**src/rtl/lsq_consts.svh**
```systemverilog
`ifndef LSQ_CONSTS_SVH
`define LSQ_CONSTS_SVH

// register offsets, reset key and reset value
`define LSQ_ADDR_ENABLE   8'h00
`define LSQ_ADDR_OPMODE   8'h01
`define LSQ_ADDR_CONFIG   8'h08
`define LSQ_ADDR_STATUS   8'h0C
`define LSQ_ADDR_RESET    8'h0D
`define LSQ_ADDR_MEM_LO   8'h10
`define LSQ_ADDR_MEM_HI   8'h2F
`define LSQ_RESET_KEY     8'hFF
`define LSQ_REG_RESET     8'h00

// field positions
`define LSQ_CHIP_EN_BIT   6
`define LSQ_AUTO_PS_BIT   5
`define LSQ_DET_EN_BIT    1
`define LSQ_EXT_USED_BIT  0

// timing
`define LSQ_CLK_HZ        200000000
`define LSQ_SEQ_HZ        32768
`define LSQ_PIN_SU_US     1000
`define LSQ_BIT_SU_US     500
`define LSQ_DET_MIN_HZ    4000
`define LSQ_PS_SHORT_MS   50
`define LSQ_PS_LONG_MS    80
`define LSQ_TRIG_TICKS    5'h10
`define LSQ_PRE_SLOW_SH   9
`define LSQ_PRE_FAST_SH   4

`endif

```
**src/rtl/lsq_pkg.sv**
```systemverilog
package lsq_pkg;
	// device operating mode
	typedef enum logic [2:0]
	{
		LSQ_STANDBY = 3'b001,
		LSQ_STARTUP = 3'b010,
		LSQ_NORMAL  = 3'b100
	} lsq_mode_e;

	// what one engine is executing now
	typedef struct packed
	{
		logic [15:0] cmd;
		logic [15:0] next_cmd;
		logic [7:0]  pwm;
		logic [21:0] left;
	} lsq_eng_s;

	typedef lsq_eng_s [2:0] lsq_eng_arr_t;

	// one byte access from the serial interface
	typedef struct packed
	{
		logic       wr;
		logic       rd;
		logic [7:0] addr;
		logic [7:0] wdata;
	} lsq_req_s;
endpackage : lsq_pkg

```
**src/rtl/lsq_ctrl.sv**
```systemverilog
`timescale 1ns/1ps
`include "lsq_consts.svh"
module lsq_ctrl
#(
	parameter int PIN_SU_CYC = `LSQ_PIN_SU_US * (`LSQ_CLK_HZ / 1000000),
	parameter int BIT_SU_CYC = `LSQ_BIT_SU_US * (`LSQ_CLK_HZ / 1000000),
	parameter int OSC_DIV    = `LSQ_CLK_HZ / `LSQ_SEQ_HZ,
	parameter int DET_CYC    = `LSQ_CLK_HZ / `LSQ_DET_MIN_HZ
)
(
	input  wire logic                clk_in,          // 200 MHz
	input  wire logic                rst_in,          // power-on reset
	input  wire logic                enable_pin_in,   // enable pin, async
	input  wire logic                slow_clock_pin_in, // external 32 kHz, async
	input  wire logic                overheat_cutoff_in, // thermal flag, async
	input  wire lsq_pkg::lsq_req_s   req_in,          // register access
	input  wire lsq_pkg::lsq_eng_arr_t eng_in,        // engine status
	input  wire logic [2:0]          eng_exec_in,     // instruction start pulses
	output logic [7:0]               reg_rdata_out,   // read data
	output lsq_pkg::lsq_mode_e       mode_out,        // device mode
	output logic [5:0]               op_modes_out,    // effective engine modes
	output logic [5:0]               exec_modes_out,  // effective exec bits
	output logic                     seq_tick_out,    // sequencer clock tick
	output logic                     power_save_out,  // in power save
	output logic                     leds_on_out,     // led drivers powered
	output logic                     analog_on_out,   // analog blocks powered
	output logic [2:0]               trig_done_out    // trigger wait finished
);
	import lsq_pkg::*;

	localparam logic [21:0] PS_SHORT = 22'(`LSQ_PS_SHORT_MS * `LSQ_SEQ_HZ / 1000);
	localparam logic [21:0] PS_LONG  = 22'(`LSQ_PS_LONG_MS * `LSQ_SEQ_HZ / 1000);
	localparam logic [19:0] PIN_SU   = 20'(PIN_SU_CYC);
	localparam logic [19:0] BIT_SU   = 20'(BIT_SU_CYC);
	localparam logic [12:0] OSC_TOP  = 13'(OSC_DIV - 1);
	localparam logic [16:0] DET_TOP  = 17'(DET_CYC);

	// duration of a ramp step in master ticks, by prescale
	function automatic logic [21:0] step_ticks(input logic [15:0] c);
		step_ticks = c[14] ? (22'(c[13:8]) << `LSQ_PRE_SLOW_SH) : (22'(c[13:8]) << `LSQ_PRE_FAST_SH);
	endfunction : step_ticks

	// idle threshold for a command, longer with slow prescale
	function automatic logic [21:0] idle_limit(input logic [15:0] c);
		idle_limit = c[14] ? PS_LONG : PS_SHORT;
	endfunction : idle_limit

	// power save eligibility of one engine
	function automatic logic eng_ps_ok(input logic [1:0] m, input lsq_eng_s s);
		logic idle;
		idle = (s.pwm == 8'h00);
		eng_ps_ok = 1'b1;
		case (m)
			2'b00: eng_ps_ok = 1'b1;
			2'b01: eng_ps_ok = 1'b0;
			2'b11: eng_ps_ok = idle;
			default:
			begin
				if (s.cmd[15:13] == 3'b111)
					eng_ps_ok = idle;
				else if (s.cmd[15:13] == 3'b110)
					eng_ps_ok = idle || s.cmd[11];
				else if (!s.cmd[15] && s.cmd[13:8] == 6'h00 && s.cmd[14])
					eng_ps_ok = (s.cmd[7:0] == 8'h00) && (step_ticks(s.next_cmd) > PS_SHORT);
				else if (!s.cmd[15] && s.cmd[13:8] != 6'h00 && s.cmd[6:0] == 7'h00)
					eng_ps_ok = idle && (step_ticks(s.cmd) > idle_limit(s.cmd));
				else if (!s.cmd[15] && s.cmd[13:8] != 6'h00)
					eng_ps_ok = idle && (s.left > idle_limit(s.cmd));
				else
					eng_ps_ok = 1'b1;
			end
		endcase
	endfunction : eng_ps_ok

	// two-flop synchronisers for the pins
	logic [1:0] en_sync_reg;
	logic [2:0] slow_sync_reg;
	logic [1:0] hot_sync_reg;
	logic       pin_en;
	logic       hot;
	always_ff @(posedge clk_in)
	begin
		en_sync_reg   <= {en_sync_reg[0], enable_pin_in};
		slow_sync_reg <= {slow_sync_reg[1:0], slow_clock_pin_in};
		hot_sync_reg  <= {hot_sync_reg[0], overheat_cutoff_in};
	end
	assign pin_en = en_sync_reg[1];
	assign hot    = hot_sync_reg[1];

	// register, mode and start-up state
	logic [7:0]  ctrl_reg, ctrl_next;
	logic [7:0]  ops_reg, ops_next;
	logic [7:0]  cfg_reg, cfg_next;
	logic [7:0]  act_ctrl_reg, act_ctrl_next;
	logic [7:0]  act_ops_reg, act_ops_next;
	logic [7:0]  act_cfg_reg, act_cfg_next;
	logic [7:0]  mem_reg [32];
	logic [7:0]  mem_next [32];
	logic [7:0]  rdata_reg, rdata_next;
	lsq_mode_e   mode_reg, mode_next;
	logic [19:0] pin_cnt_reg, pin_cnt_next;
	logic [19:0] bit_cnt_reg, bit_cnt_next;
	logic        soft_rst;
	logic        ext_used;
	logic        wr_ok;

	assign soft_rst = req_in.wr && req_in.addr == `LSQ_ADDR_RESET && req_in.wdata == `LSQ_RESET_KEY;
	assign wr_ok    = req_in.wr && pin_en;

	// register writes, reads and the mode machine
	always_comb
	begin
		ctrl_next     = ctrl_reg;
		ops_next      = ops_reg;
		cfg_next      = cfg_reg;
		act_ctrl_next = act_ctrl_reg;
		act_ops_next  = act_ops_reg;
		act_cfg_next  = act_cfg_reg;
		mem_next      = mem_reg;
		rdata_next    = rdata_reg;
		mode_next     = mode_reg;
		pin_cnt_next  = !pin_en ? 20'h00000 : (pin_cnt_reg < PIN_SU ? pin_cnt_reg + 20'h00001 : pin_cnt_reg);
		bit_cnt_next  = !ctrl_reg[`LSQ_CHIP_EN_BIT] ? 20'h00000 :
			(bit_cnt_reg < BIT_SU ? bit_cnt_reg + 20'h00001 : bit_cnt_reg);
		if (wr_ok)
		begin
			if (req_in.addr == `LSQ_ADDR_ENABLE)
				ctrl_next = req_in.wdata;
			else if (req_in.addr == `LSQ_ADDR_OPMODE)
				ops_next = req_in.wdata;
			else if (req_in.addr == `LSQ_ADDR_CONFIG)
				cfg_next = req_in.wdata;
			else if (req_in.addr >= `LSQ_ADDR_MEM_LO && req_in.addr <= `LSQ_ADDR_MEM_HI && ops_reg[5:4] == 2'b01)
				mem_next[5'(req_in.addr - `LSQ_ADDR_MEM_LO)] = req_in.wdata;
		end
		if (req_in.rd)
		begin
			if (req_in.addr == `LSQ_ADDR_ENABLE)
				rdata_next = ctrl_reg;
			else if (req_in.addr == `LSQ_ADDR_OPMODE)
				rdata_next = ops_reg;
			else if (req_in.addr == `LSQ_ADDR_CONFIG)
				rdata_next = cfg_reg;
			else if (req_in.addr == `LSQ_ADDR_STATUS)
				rdata_next = {7'h00, ext_used};
			else if (req_in.addr >= `LSQ_ADDR_MEM_LO && req_in.addr <= `LSQ_ADDR_MEM_HI)
				rdata_next = mem_reg[5'(req_in.addr - `LSQ_ADDR_MEM_LO)];
			else
				rdata_next = 8'h00;
		end
		case (mode_reg)
			LSQ_STANDBY:
			begin
				if (ctrl_reg[`LSQ_CHIP_EN_BIT] && pin_en)
					mode_next = LSQ_STARTUP;
			end
			LSQ_STARTUP:
			begin
				if (!ctrl_reg[`LSQ_CHIP_EN_BIT] || !pin_en)
					mode_next = LSQ_STANDBY;
				else if (!hot && pin_cnt_reg >= PIN_SU && bit_cnt_reg >= BIT_SU)
					mode_next = LSQ_NORMAL;
			end
			LSQ_NORMAL:
			begin
				if (!pin_en)
				begin
					ctrl_next[`LSQ_CHIP_EN_BIT] = 1'b0;
					mode_next = LSQ_STANDBY;
				end
				else if (!ctrl_reg[`LSQ_CHIP_EN_BIT])
					mode_next = LSQ_STANDBY;
				else if (hot)
					mode_next = LSQ_STARTUP;
				act_ctrl_next = ctrl_reg;
				act_ops_next  = ops_reg;
				act_cfg_next  = cfg_reg;
			end
			default: mode_next = LSQ_STANDBY;
		endcase
		if (mode_reg != LSQ_NORMAL && mode_next == LSQ_NORMAL)
		begin
			act_ctrl_next = ctrl_reg;
			act_ops_next  = ops_reg;
			act_cfg_next  = cfg_reg;
		end
		if (rst_in || soft_rst)
		begin
			ctrl_next     = `LSQ_REG_RESET;
			ops_next      = `LSQ_REG_RESET;
			cfg_next      = `LSQ_REG_RESET;
			act_ctrl_next = `LSQ_REG_RESET;
			act_ops_next  = `LSQ_REG_RESET;
			act_cfg_next  = `LSQ_REG_RESET;
			rdata_next    = 8'h00;
			mode_next     = LSQ_STANDBY;
			pin_cnt_next  = 20'h00000;
			bit_cnt_next  = 20'h00000;
			for (int i = 0; i < 32; i++)
				mem_next[i] = `LSQ_REG_RESET;
		end
	end

	always_ff @(posedge clk_in)
	begin
		ctrl_reg     <= ctrl_next;
		ops_reg      <= ops_next;
		cfg_reg      <= cfg_next;
		act_ctrl_reg <= act_ctrl_next;
		act_ops_reg  <= act_ops_next;
		act_cfg_reg  <= act_cfg_next;
		mem_reg      <= mem_next;
		rdata_reg    <= rdata_next;
		mode_reg     <= mode_next;
		pin_cnt_reg  <= pin_cnt_next;
		bit_cnt_reg  <= bit_cnt_next;
	end

	// clock source, detection and sequencer tick
	logic [12:0] osc_cnt_reg, osc_cnt_next;
	logic [16:0] det_cnt_reg, det_cnt_next;
	logic        tick_reg, tick_next;
	logic        ext_edge;
	logic        ext_present;
	logic        use_ext;

	assign ext_edge    = slow_sync_reg[1] && !slow_sync_reg[2];
	assign ext_present = det_cnt_reg < DET_TOP;
	assign ext_used    = cfg_reg[`LSQ_DET_EN_BIT] && ext_present;
	assign use_ext     = (act_cfg_reg[1:0] == 2'b00) || (act_cfg_reg[1:0] == 2'b10 && ext_present);

	always_comb
	begin
		osc_cnt_next = (osc_cnt_reg == OSC_TOP) ? 13'h0000 : osc_cnt_reg + 13'h0001;
		det_cnt_next = ext_edge ? 17'h00000 : (ext_present ? det_cnt_reg + 17'h00001 : det_cnt_reg);
		tick_next    = use_ext ? ext_edge : (osc_cnt_reg == OSC_TOP);
		if (rst_in)
		begin
			osc_cnt_next = 13'h0000;
			det_cnt_next = DET_TOP;
			tick_next    = 1'b0;
		end
	end

	always_ff @(posedge clk_in)
	begin
		osc_cnt_reg <= osc_cnt_next;
		det_cnt_reg <= det_cnt_next;
		tick_reg    <= tick_next;
	end

	// trigger posting, latching and wait completion
	logic [2:0] rx_reg [3];
	logic [2:0] rx_next [3];
	logic [2:0] wmask_reg [3];
	logic [2:0] wmask_next [3];
	logic [4:0] wcnt_reg [3];
	logic [4:0] wcnt_next [3];
	logic [2:0] done_reg, done_next;

	always_comb
	begin
		rx_next    = rx_reg;
		wmask_next = wmask_reg;
		wcnt_next  = wcnt_reg;
		done_next  = 3'h0;
		// finished waits clear their latched triggers first
		for (int e = 0; e < 3; e++)
		begin
			if (tick_reg && wmask_reg[e] != 3'h0 && wcnt_reg[e] < `LSQ_TRIG_TICKS)
				wcnt_next[e] = wcnt_reg[e] + 5'h01;
			if (wmask_reg[e] != 3'h0 && wcnt_reg[e] >= `LSQ_TRIG_TICKS && (rx_reg[e] & wmask_reg[e]) == wmask_reg[e])
			begin
				rx_next[e]    = rx_reg[e] & ~wmask_reg[e];
				wmask_next[e] = 3'h0;
				done_next[e]  = 1'b1;
			end
		end
		// new sends win over a clear in the same cycle
		for (int e = 0; e < 3; e++)
		begin
			if (eng_exec_in[e] && eng_in[e].cmd[15:13] == 3'b111)
			begin
				for (int d = 0; d < 3; d++)
					if (eng_in[e].cmd[1 + d])
						rx_next[d][e] = 1'b1;
				wmask_next[e] = eng_in[e].cmd[9:7];
				wcnt_next[e]  = 5'h00;
			end
		end
		if (rst_in || soft_rst)
		begin
			for (int e = 0; e < 3; e++)
			begin
				rx_next[e]    = 3'h0;
				wmask_next[e] = 3'h0;
				wcnt_next[e]  = 5'h00;
			end
			done_next = 3'h0;
		end
	end

	always_ff @(posedge clk_in)
	begin
		rx_reg    <= rx_next;
		wmask_reg <= wmask_next;
		wcnt_reg  <= wcnt_next;
		done_reg  <= done_next;
	end

	// power save look-ahead and power domain outputs
	logic       ps_reg, ps_next;
	logic       leds_reg, leds_next;
	logic       analog_reg, analog_next;
	logic       all_ok;

	assign all_ok = eng_ps_ok(act_ops_reg[5:4], eng_in[0]) && eng_ps_ok(act_ops_reg[3:2], eng_in[1])
		&& eng_ps_ok(act_ops_reg[1:0], eng_in[2]);

	always_comb
	begin
		ps_next = ps_reg;
		if (tick_reg || eng_exec_in != 3'h0)
			ps_next = all_ok && act_cfg_reg[`LSQ_AUTO_PS_BIT];
		if (!all_ok || !act_cfg_reg[`LSQ_AUTO_PS_BIT])
			ps_next = 1'b0;
		if (mode_next != LSQ_NORMAL)
			ps_next = 1'b0;
		leds_next   = (mode_next == LSQ_NORMAL) && !ps_next;
		analog_next = (mode_next != LSQ_STANDBY) && !(ps_next && use_ext);
		if (rst_in || soft_rst)
		begin
			ps_next     = 1'b0;
			leds_next   = 1'b0;
			analog_next = 1'b0;
		end
	end

	always_ff @(posedge clk_in)
	begin
		ps_reg     <= ps_next;
		leds_reg   <= leds_next;
		analog_reg <= analog_next;
	end

	// outputs straight from flops
	assign reg_rdata_out  = rdata_reg;
	assign mode_out       = mode_reg;
	assign op_modes_out   = act_ops_reg[5:0];
	assign exec_modes_out = act_ctrl_reg[5:0];
	assign seq_tick_out   = tick_reg;
	assign power_save_out = ps_reg;
	assign leds_on_out    = leds_reg;
	assign analog_on_out  = analog_reg;
	assign trig_done_out  = done_reg;
endmodule : lsq_ctrl

```
**config.mk**
```make
export PLATFORM = sky130hd
export DESIGN_NAME = lsq_ctrl
export DESIGN_NICKNAME = d
export VERILOG_FILES = /design/src/rtl/lsq_pkg.sv /design/src/rtl/lsq_ctrl.sv
export VERILOG_INCLUDE_DIRS = /design/src /design/src/rtl
export SDC_FILE = /design/constraint.sdc
export NUM_CORES = 1
export LEC_CHECK = 0
export ABC_AREA = 1
export ABC_CLOCK_PERIOD_IN_PS = 2800
export CAP_MARGIN = 30
export CORE_ASPECT_RATIO = 1.4
export CORE_MARGIN = 5
export CORE_UTILIZATION = 30
export DETAILED_ROUTE_END_ITERATION = 12
export DONT_BUFFER_PORTS = 1
export HOLD_SLACK_MARGIN = 0.08
export MAX_ROUTING_LAYER = met4
export PLACE_DENSITY_LB_ADDON = 0.3
export SETUP_SLACK_MARGIN = 0.4
export SYNTH_ARGS = -nofsm -noshare
export SYNTH_HDL_FRONTEND = slang
export SYNTH_SLANG_ARGS = --single-unit
export TNS_END_PERCENT = 5
```
**constraint.sdc**
```tcl
create_clock -name clk_in -period 2.8 [get_ports clk_in]
set_input_delay 0.42 -clock clk_in [delete_from_list [all_inputs] [get_ports clk_in]]
set_output_delay 0.42 -clock clk_in [all_outputs]
set_load 0.1 [all_outputs]
```
# Word level (Yosys, flattened, before mapping)
# Cells that the tools add are included.
# word_totals
romBits,0
register_bits,426
n_memories,0
latchBits,0
ram_bits,0
# op_classes
eq_ne,31
muxes,92
reduce_logical,114
order_cmp,24
mul,0
addsub,8
shift,0
n_div,0
bitwise,15
# ops
operator,n
256-bit bitwise mux,1
15-bit 2-to-1 mux,6
15-bit by 22-bit greater-than comparator with 1-bit output,3
22-bit by 12-bit greater-than comparator with 1-bit output,3
8-bit 2-to-1 mux,8
8-bit logical NOT,7
1-bit logical AND,55
3-bit 2-to-1 mux,16
15-bit by 11-bit greater-than comparator with 1-bit output (second input constant),3
1-bit 2-to-1 mux,42
20-bit by 1-bit adder with 20-bit output (second input constant),2
8-bit binary-select mux with 5-bit select,1
8-bit demux with 5-bit select,1
12-bit 2-to-1 mux,3
6-bit 2-to-1 mux,6
16-bit 2-to-1 mux,2
3-bit == test (second input constant),9
8-bit by 4-bit == test with 1-bit output (second input constant),3
7-bit logical NOT,3
20-bit by 17-bit greater-or-equal comparator with 1-bit output (second input constant),1
20-bit by 18-bit greater-or-equal comparator with 1-bit output (second input constant),1
20-bit by 17-bit < comparator with 1-bit output (second input constant),1
20-bit by 18-bit < comparator with 1-bit output (second input constant),1
3-bit AND,6
39 further kinds,100

# Depth between registers and ports, before layout
# depth
ltp_word,18
ltp_mapped,20
depth_no_buf,20

# Least setup slack after synthesis
# No wires, ideal clock.
# synth_path
path_kind,reg-to-reg
start,"reg mode_reg[1], in the netlist mode_out[1]"
end,reg act_ctrl_reg[0]
stages_incl_launch_ff,10
t_arrival_ps,2132
path_buffers,1
setup_slack_ps,597
required_ps,2729
cell_sequence,dfxtp_1 > inv_1 > nor3_1 > inv_1 > nor2_1 > nand4_1 > nand3_1 > clkbuf_1 > o21ai_0 > a21oi_1
# synth_via
elab_chain_cells,7
elab_cells_between_ends,15
classes_between,eq/ne: 5; mux: 8; reduce/logical: 2
# synth_lines
element,line_no,source
"start, declared",lsq_ctrl.sv:100,"lsq_mode_e mode_reg, mode_next;"
"start signal, assigned",lsq_ctrl.sv:214,mode_reg <= mode_next;
3-bit 2-to-1 mux,lsq_ctrl.sv:173,else if (hot)
3-bit 2-to-1 mux,lsq_ctrl.sv:171,else if (!ctrl_reg[`LSQ_CHIP_EN_BIT])
3-bit 2-to-1 mux,lsq_ctrl.sv:166,if (!pin_en)
3-bit one-hot mux with 3 select lines,lsq_ctrl.sv:151,case (mode_reg)
3-bit == test,lsq_ctrl.sv:181,if (mode_reg != LSQ_NORMAL && mode_next == LSQ_NORMAL)
1-bit logical AND,lsq_ctrl.sv:181,
6-bit 2-to-1 mux / 2-bit nonzero test (equally long branches),--,
"end signal, assigned",lsq_ctrl.sv:209,act_ctrl_reg <= act_ctrl_next;
"end, declared",lsq_ctrl.sv:94,"logic [7:0] act_ctrl_reg, act_ctrl_next;"
# Several ways; a longest one is shown, not always the timed one.
# A chain may end at the register's enable or synchronous reset.

# Worst setup path after layout
# layout_path
start,reg en_sync_reg[1]
end,reg mem_reg[7] (netlist bit)
# layout_via
elab_chain_cells,2
# layout_lines
element,line_no,source
"start, declared",lsq_ctrl.sv:76,logic [1:0] en_sync_reg;
"start signal, assigned",lsq_ctrl.sv:83,"en_sync_reg <= {en_sync_reg[0], enable_pin_in};"
1-bit logical AND,lsq_ctrl.sv:108,assign wr_ok = req_in.wr && pin_en;
5-bit AND reduction (no line),--,
"end signal, assigned",lsq_ctrl.sv:212,mem_reg <= mem_next;
"end, declared",lsq_ctrl.sv:97,logic [7:0] mem_reg [32];
# Every way passes these cells.

==> run summary <==
Placed cells: 3501
Share of cells above drive strength 1: 0.0796
Synthesized cell area: 19700 µm²
Total nets after synthesis: 2967
Avg Inst Size Synth: 7.23 µm²
Final Non-Filler Cells: 3625
Post-Synthesis Cells: 2724
Max reg flops: 256
H-tree levels: 2
Die Span X: 227 µm
Clock Root Buffer: clkbuf_16
Residual DRC: 0
Sequential share of the synthesized area: 0.430
Fmax: 434 MHz
CORE AREA: 65300 µm²
Io pins: 242
Synth area leaders: dfxtp_1 43%, a21oi_1 10%, o21ai_0 9.3%
1st-pass router iterations: 5
Fill count: 7002
Most frequent cells after synthesis: 437 x inv_1, 423 x dfxtp_1, 393 x a21oi_1
Max_cap viols: 0
DRT iter0 DRCs: 1079
Yosys reg bits: 423
Slew Viols, Final: 0
Final WS setup: 494 ps
Final Hold Vio Count: 0
Worst EP arrival: 2760 ps
Final instance area: 22900 µm²
CTS Sinks: 423
Run status: finished, final reports clean
Site Rows: 111
Cts bufs inserted: 48
Synth async-reset ratio: 0
Reg clk slew, reported paths: 60 ps
CP Class: flip-flop to flip-flop
CP Launch Point: en_sync_reg[1]
Reg2Reg Capture Point: mem_reg[7]
Initial core utilization: 0.302
Place WS: 203 ps
RSZ-0062 raised after global routing: true
IO Port Bufs: 0
Top_reg_cell synth: dfxtp_1
Worst vdd ir: 0.465 mV
Vias: 17500
Placed inst area: 20700 µm²
R2R Setup Slk: 490 ps
Post-route clock skew: 20.9 ps
Largest net degree at the start of global routing: 158
Total die area: 71000 µm²
Min-delay worst type: primary input to flip-flop
R2R cell count: 7
Routability cong.: 0.855
Worst setup endpoint: mem_reg[7]
Synth warnings: 0
WL final: 60300 µm
Setup-failing EPs final: 0
Setup TNS: 0 ps
Die Ht: 313 µm
EDFF count, synth: 0
Worst-Margin Slew: 1040 ps
Gr usage total: 0.168
WL/cell: 16.6 µm
Max FO, Critical Path: 16
Final Cycle Share: 0.824
Synth cell types: 55
Nets: 2982
Clock Tree Buf Depth: 3
Initial antenna violation count: 1
Crit start category: flip-flop
Largest area contributor in the netlist: dfxtp_1
TritonCTS clock tree: yes
RR Startpoint: en_sync_reg[1]
Leak: 8.21 nW
Most frequent cell after synthesis: inv_1
Routed Antenna Nets: 0
Grt total ovfl: 0
Power per cell area: 598 nW/µm²
Vias in the first global route: 16400
Clk_lat worst skew: 600 ps
Via-per-instance ratio: 4.84
Slew headroom: 0.307
Share of the synthesized area in the top cell type: 0.430
Min Tclk post-route: 2310 ps
HPWL Detailed: 41300 µm
Worst Setup End Kind: flip-flop
Global-route wire length before repair: 93000 µm
P&R area growth vs syn: 16.0%
Worst endpoint required time: 3250 ps
## logic make-up (layout without fill, tap and decap cells)
logic type	Yosys count	after routing	share of synthesized area
adder cells (fa/ha/maj)	31	31	0.0197
XOR/XNOR	18	18	0.00800
AND/OR/NAND/NOR	755	755	0.173
AO/OA/AOI/OAI	908	908	0.245
other	0	1	0
flip-flops	423	423	0.430
buffers and inverters	589	642	0.124
## cell usage in the layout (no fill, tap or decap), types with 17 or more instances in the layout
| master | synthesis | final |
|---|---|---|
| clkbuf_16 | 0 | 50 |
| nand2_1 | 334 | 329 |
| buf_4 | 1 | 66 |
| nor2_1 | 191 | 191 |
| inv_1 | 437 | 437 |
| a21oi_1 | 393 | 393 |
| nor3_1 | 52 | 52 |
| o21ai_0 | 366 | 366 |
| nand4_1 | 33 | 33 |
| buf_12 | 1 | 17 |
| dfxtp_1 | 423 | 423 |
| dlygate4sd3_1 | 0 | 24 |
| nand3_1 | 67 | 67 |
| ha_1 | 31 | 31 |
| o22ai_1 | 91 | 91 |
## power by group
part | leakage [nW] | internal [W] | switching (W)
logic | 3.94 | 0.000243 | 0.000498
clock network | 0.853 | 0.00418 | 0.00261
registers | 3.41 | 0.00605 | 0.0000739
total | 8.21 | 0.0105 | 0.00318
## metal layers
metal  global-route usage  up-vias  wire [µm]
li1                     -     9060          -
met1                0.193     7941      24300
met2                0.299      433      30800
met3               0.0258       93       3290
met4               0.0562        0       1930
met5                    -        -          0
## worst min path at each step
| stage | startpoint | endpoint | slack, ps | depth (start not counted) |
|---|---|---|---|---|
| after global routing | rst_in | det_cnt_reg[6] | 140 | 3 |
| after floorplan | en_sync_reg[0] | en_sync_reg[1] | 310 | 0 |
| final | rst_in | det_cnt_reg[6] | 150 | 3 |
| after CTS | rst_in | det_cnt_reg[6] | 110 | 3 |
| after detailed placement | en_sync_reg[0] | en_sync_reg[1] | 320 | 0 |
| after global placement | en_sync_reg[0] | en_sync_reg[1] | 310 | 0 |
## per-stage QoR
step | util | total power (W) | hold slack (ps)
after global placement | 0.317 | 0.00686 | 313
after detailed placement | 0.317 | 0.00687 | 318
after floorplan | - | 0.00671 | 310
after CTS | 0.350 | 0.0139 | 109
final | 0.350 | 0.0137 | 149
after global routing | 0.350 | 0.0142 | 142
## critical path: stages, from the launching register on
cell and delay, ps:
dfxtp_1 510, nand2_1 170, nor2_4 180, nand4_4 220, nor2_4 390, nand2_1 390, o21ai_0 260, a21oi_1 60
## final cells by class
class,count,area (µm²),share of cell area
repair buffers,108,1090,0.0476
flip-flops and latches,423,8470,0.371
clock inverters,20,273,0.0119
inverters,446,1700,0.0745
clock buffers,68,1460,0.0638
well taps,847,1060,0.0464
diodes,1,2.50,0.000110
multi-input cells,1712,8800,0.385
## what timing repair did
action / CTS / global route
hold buffers: 32 / 0
gates resized for setup: 0 / 4
setup buffers: 0 / 3
setup endpoints to repair: 0 / 44
endpoints found under the hold margin: 311 / 0
Power figures use the tool's default switching activity.
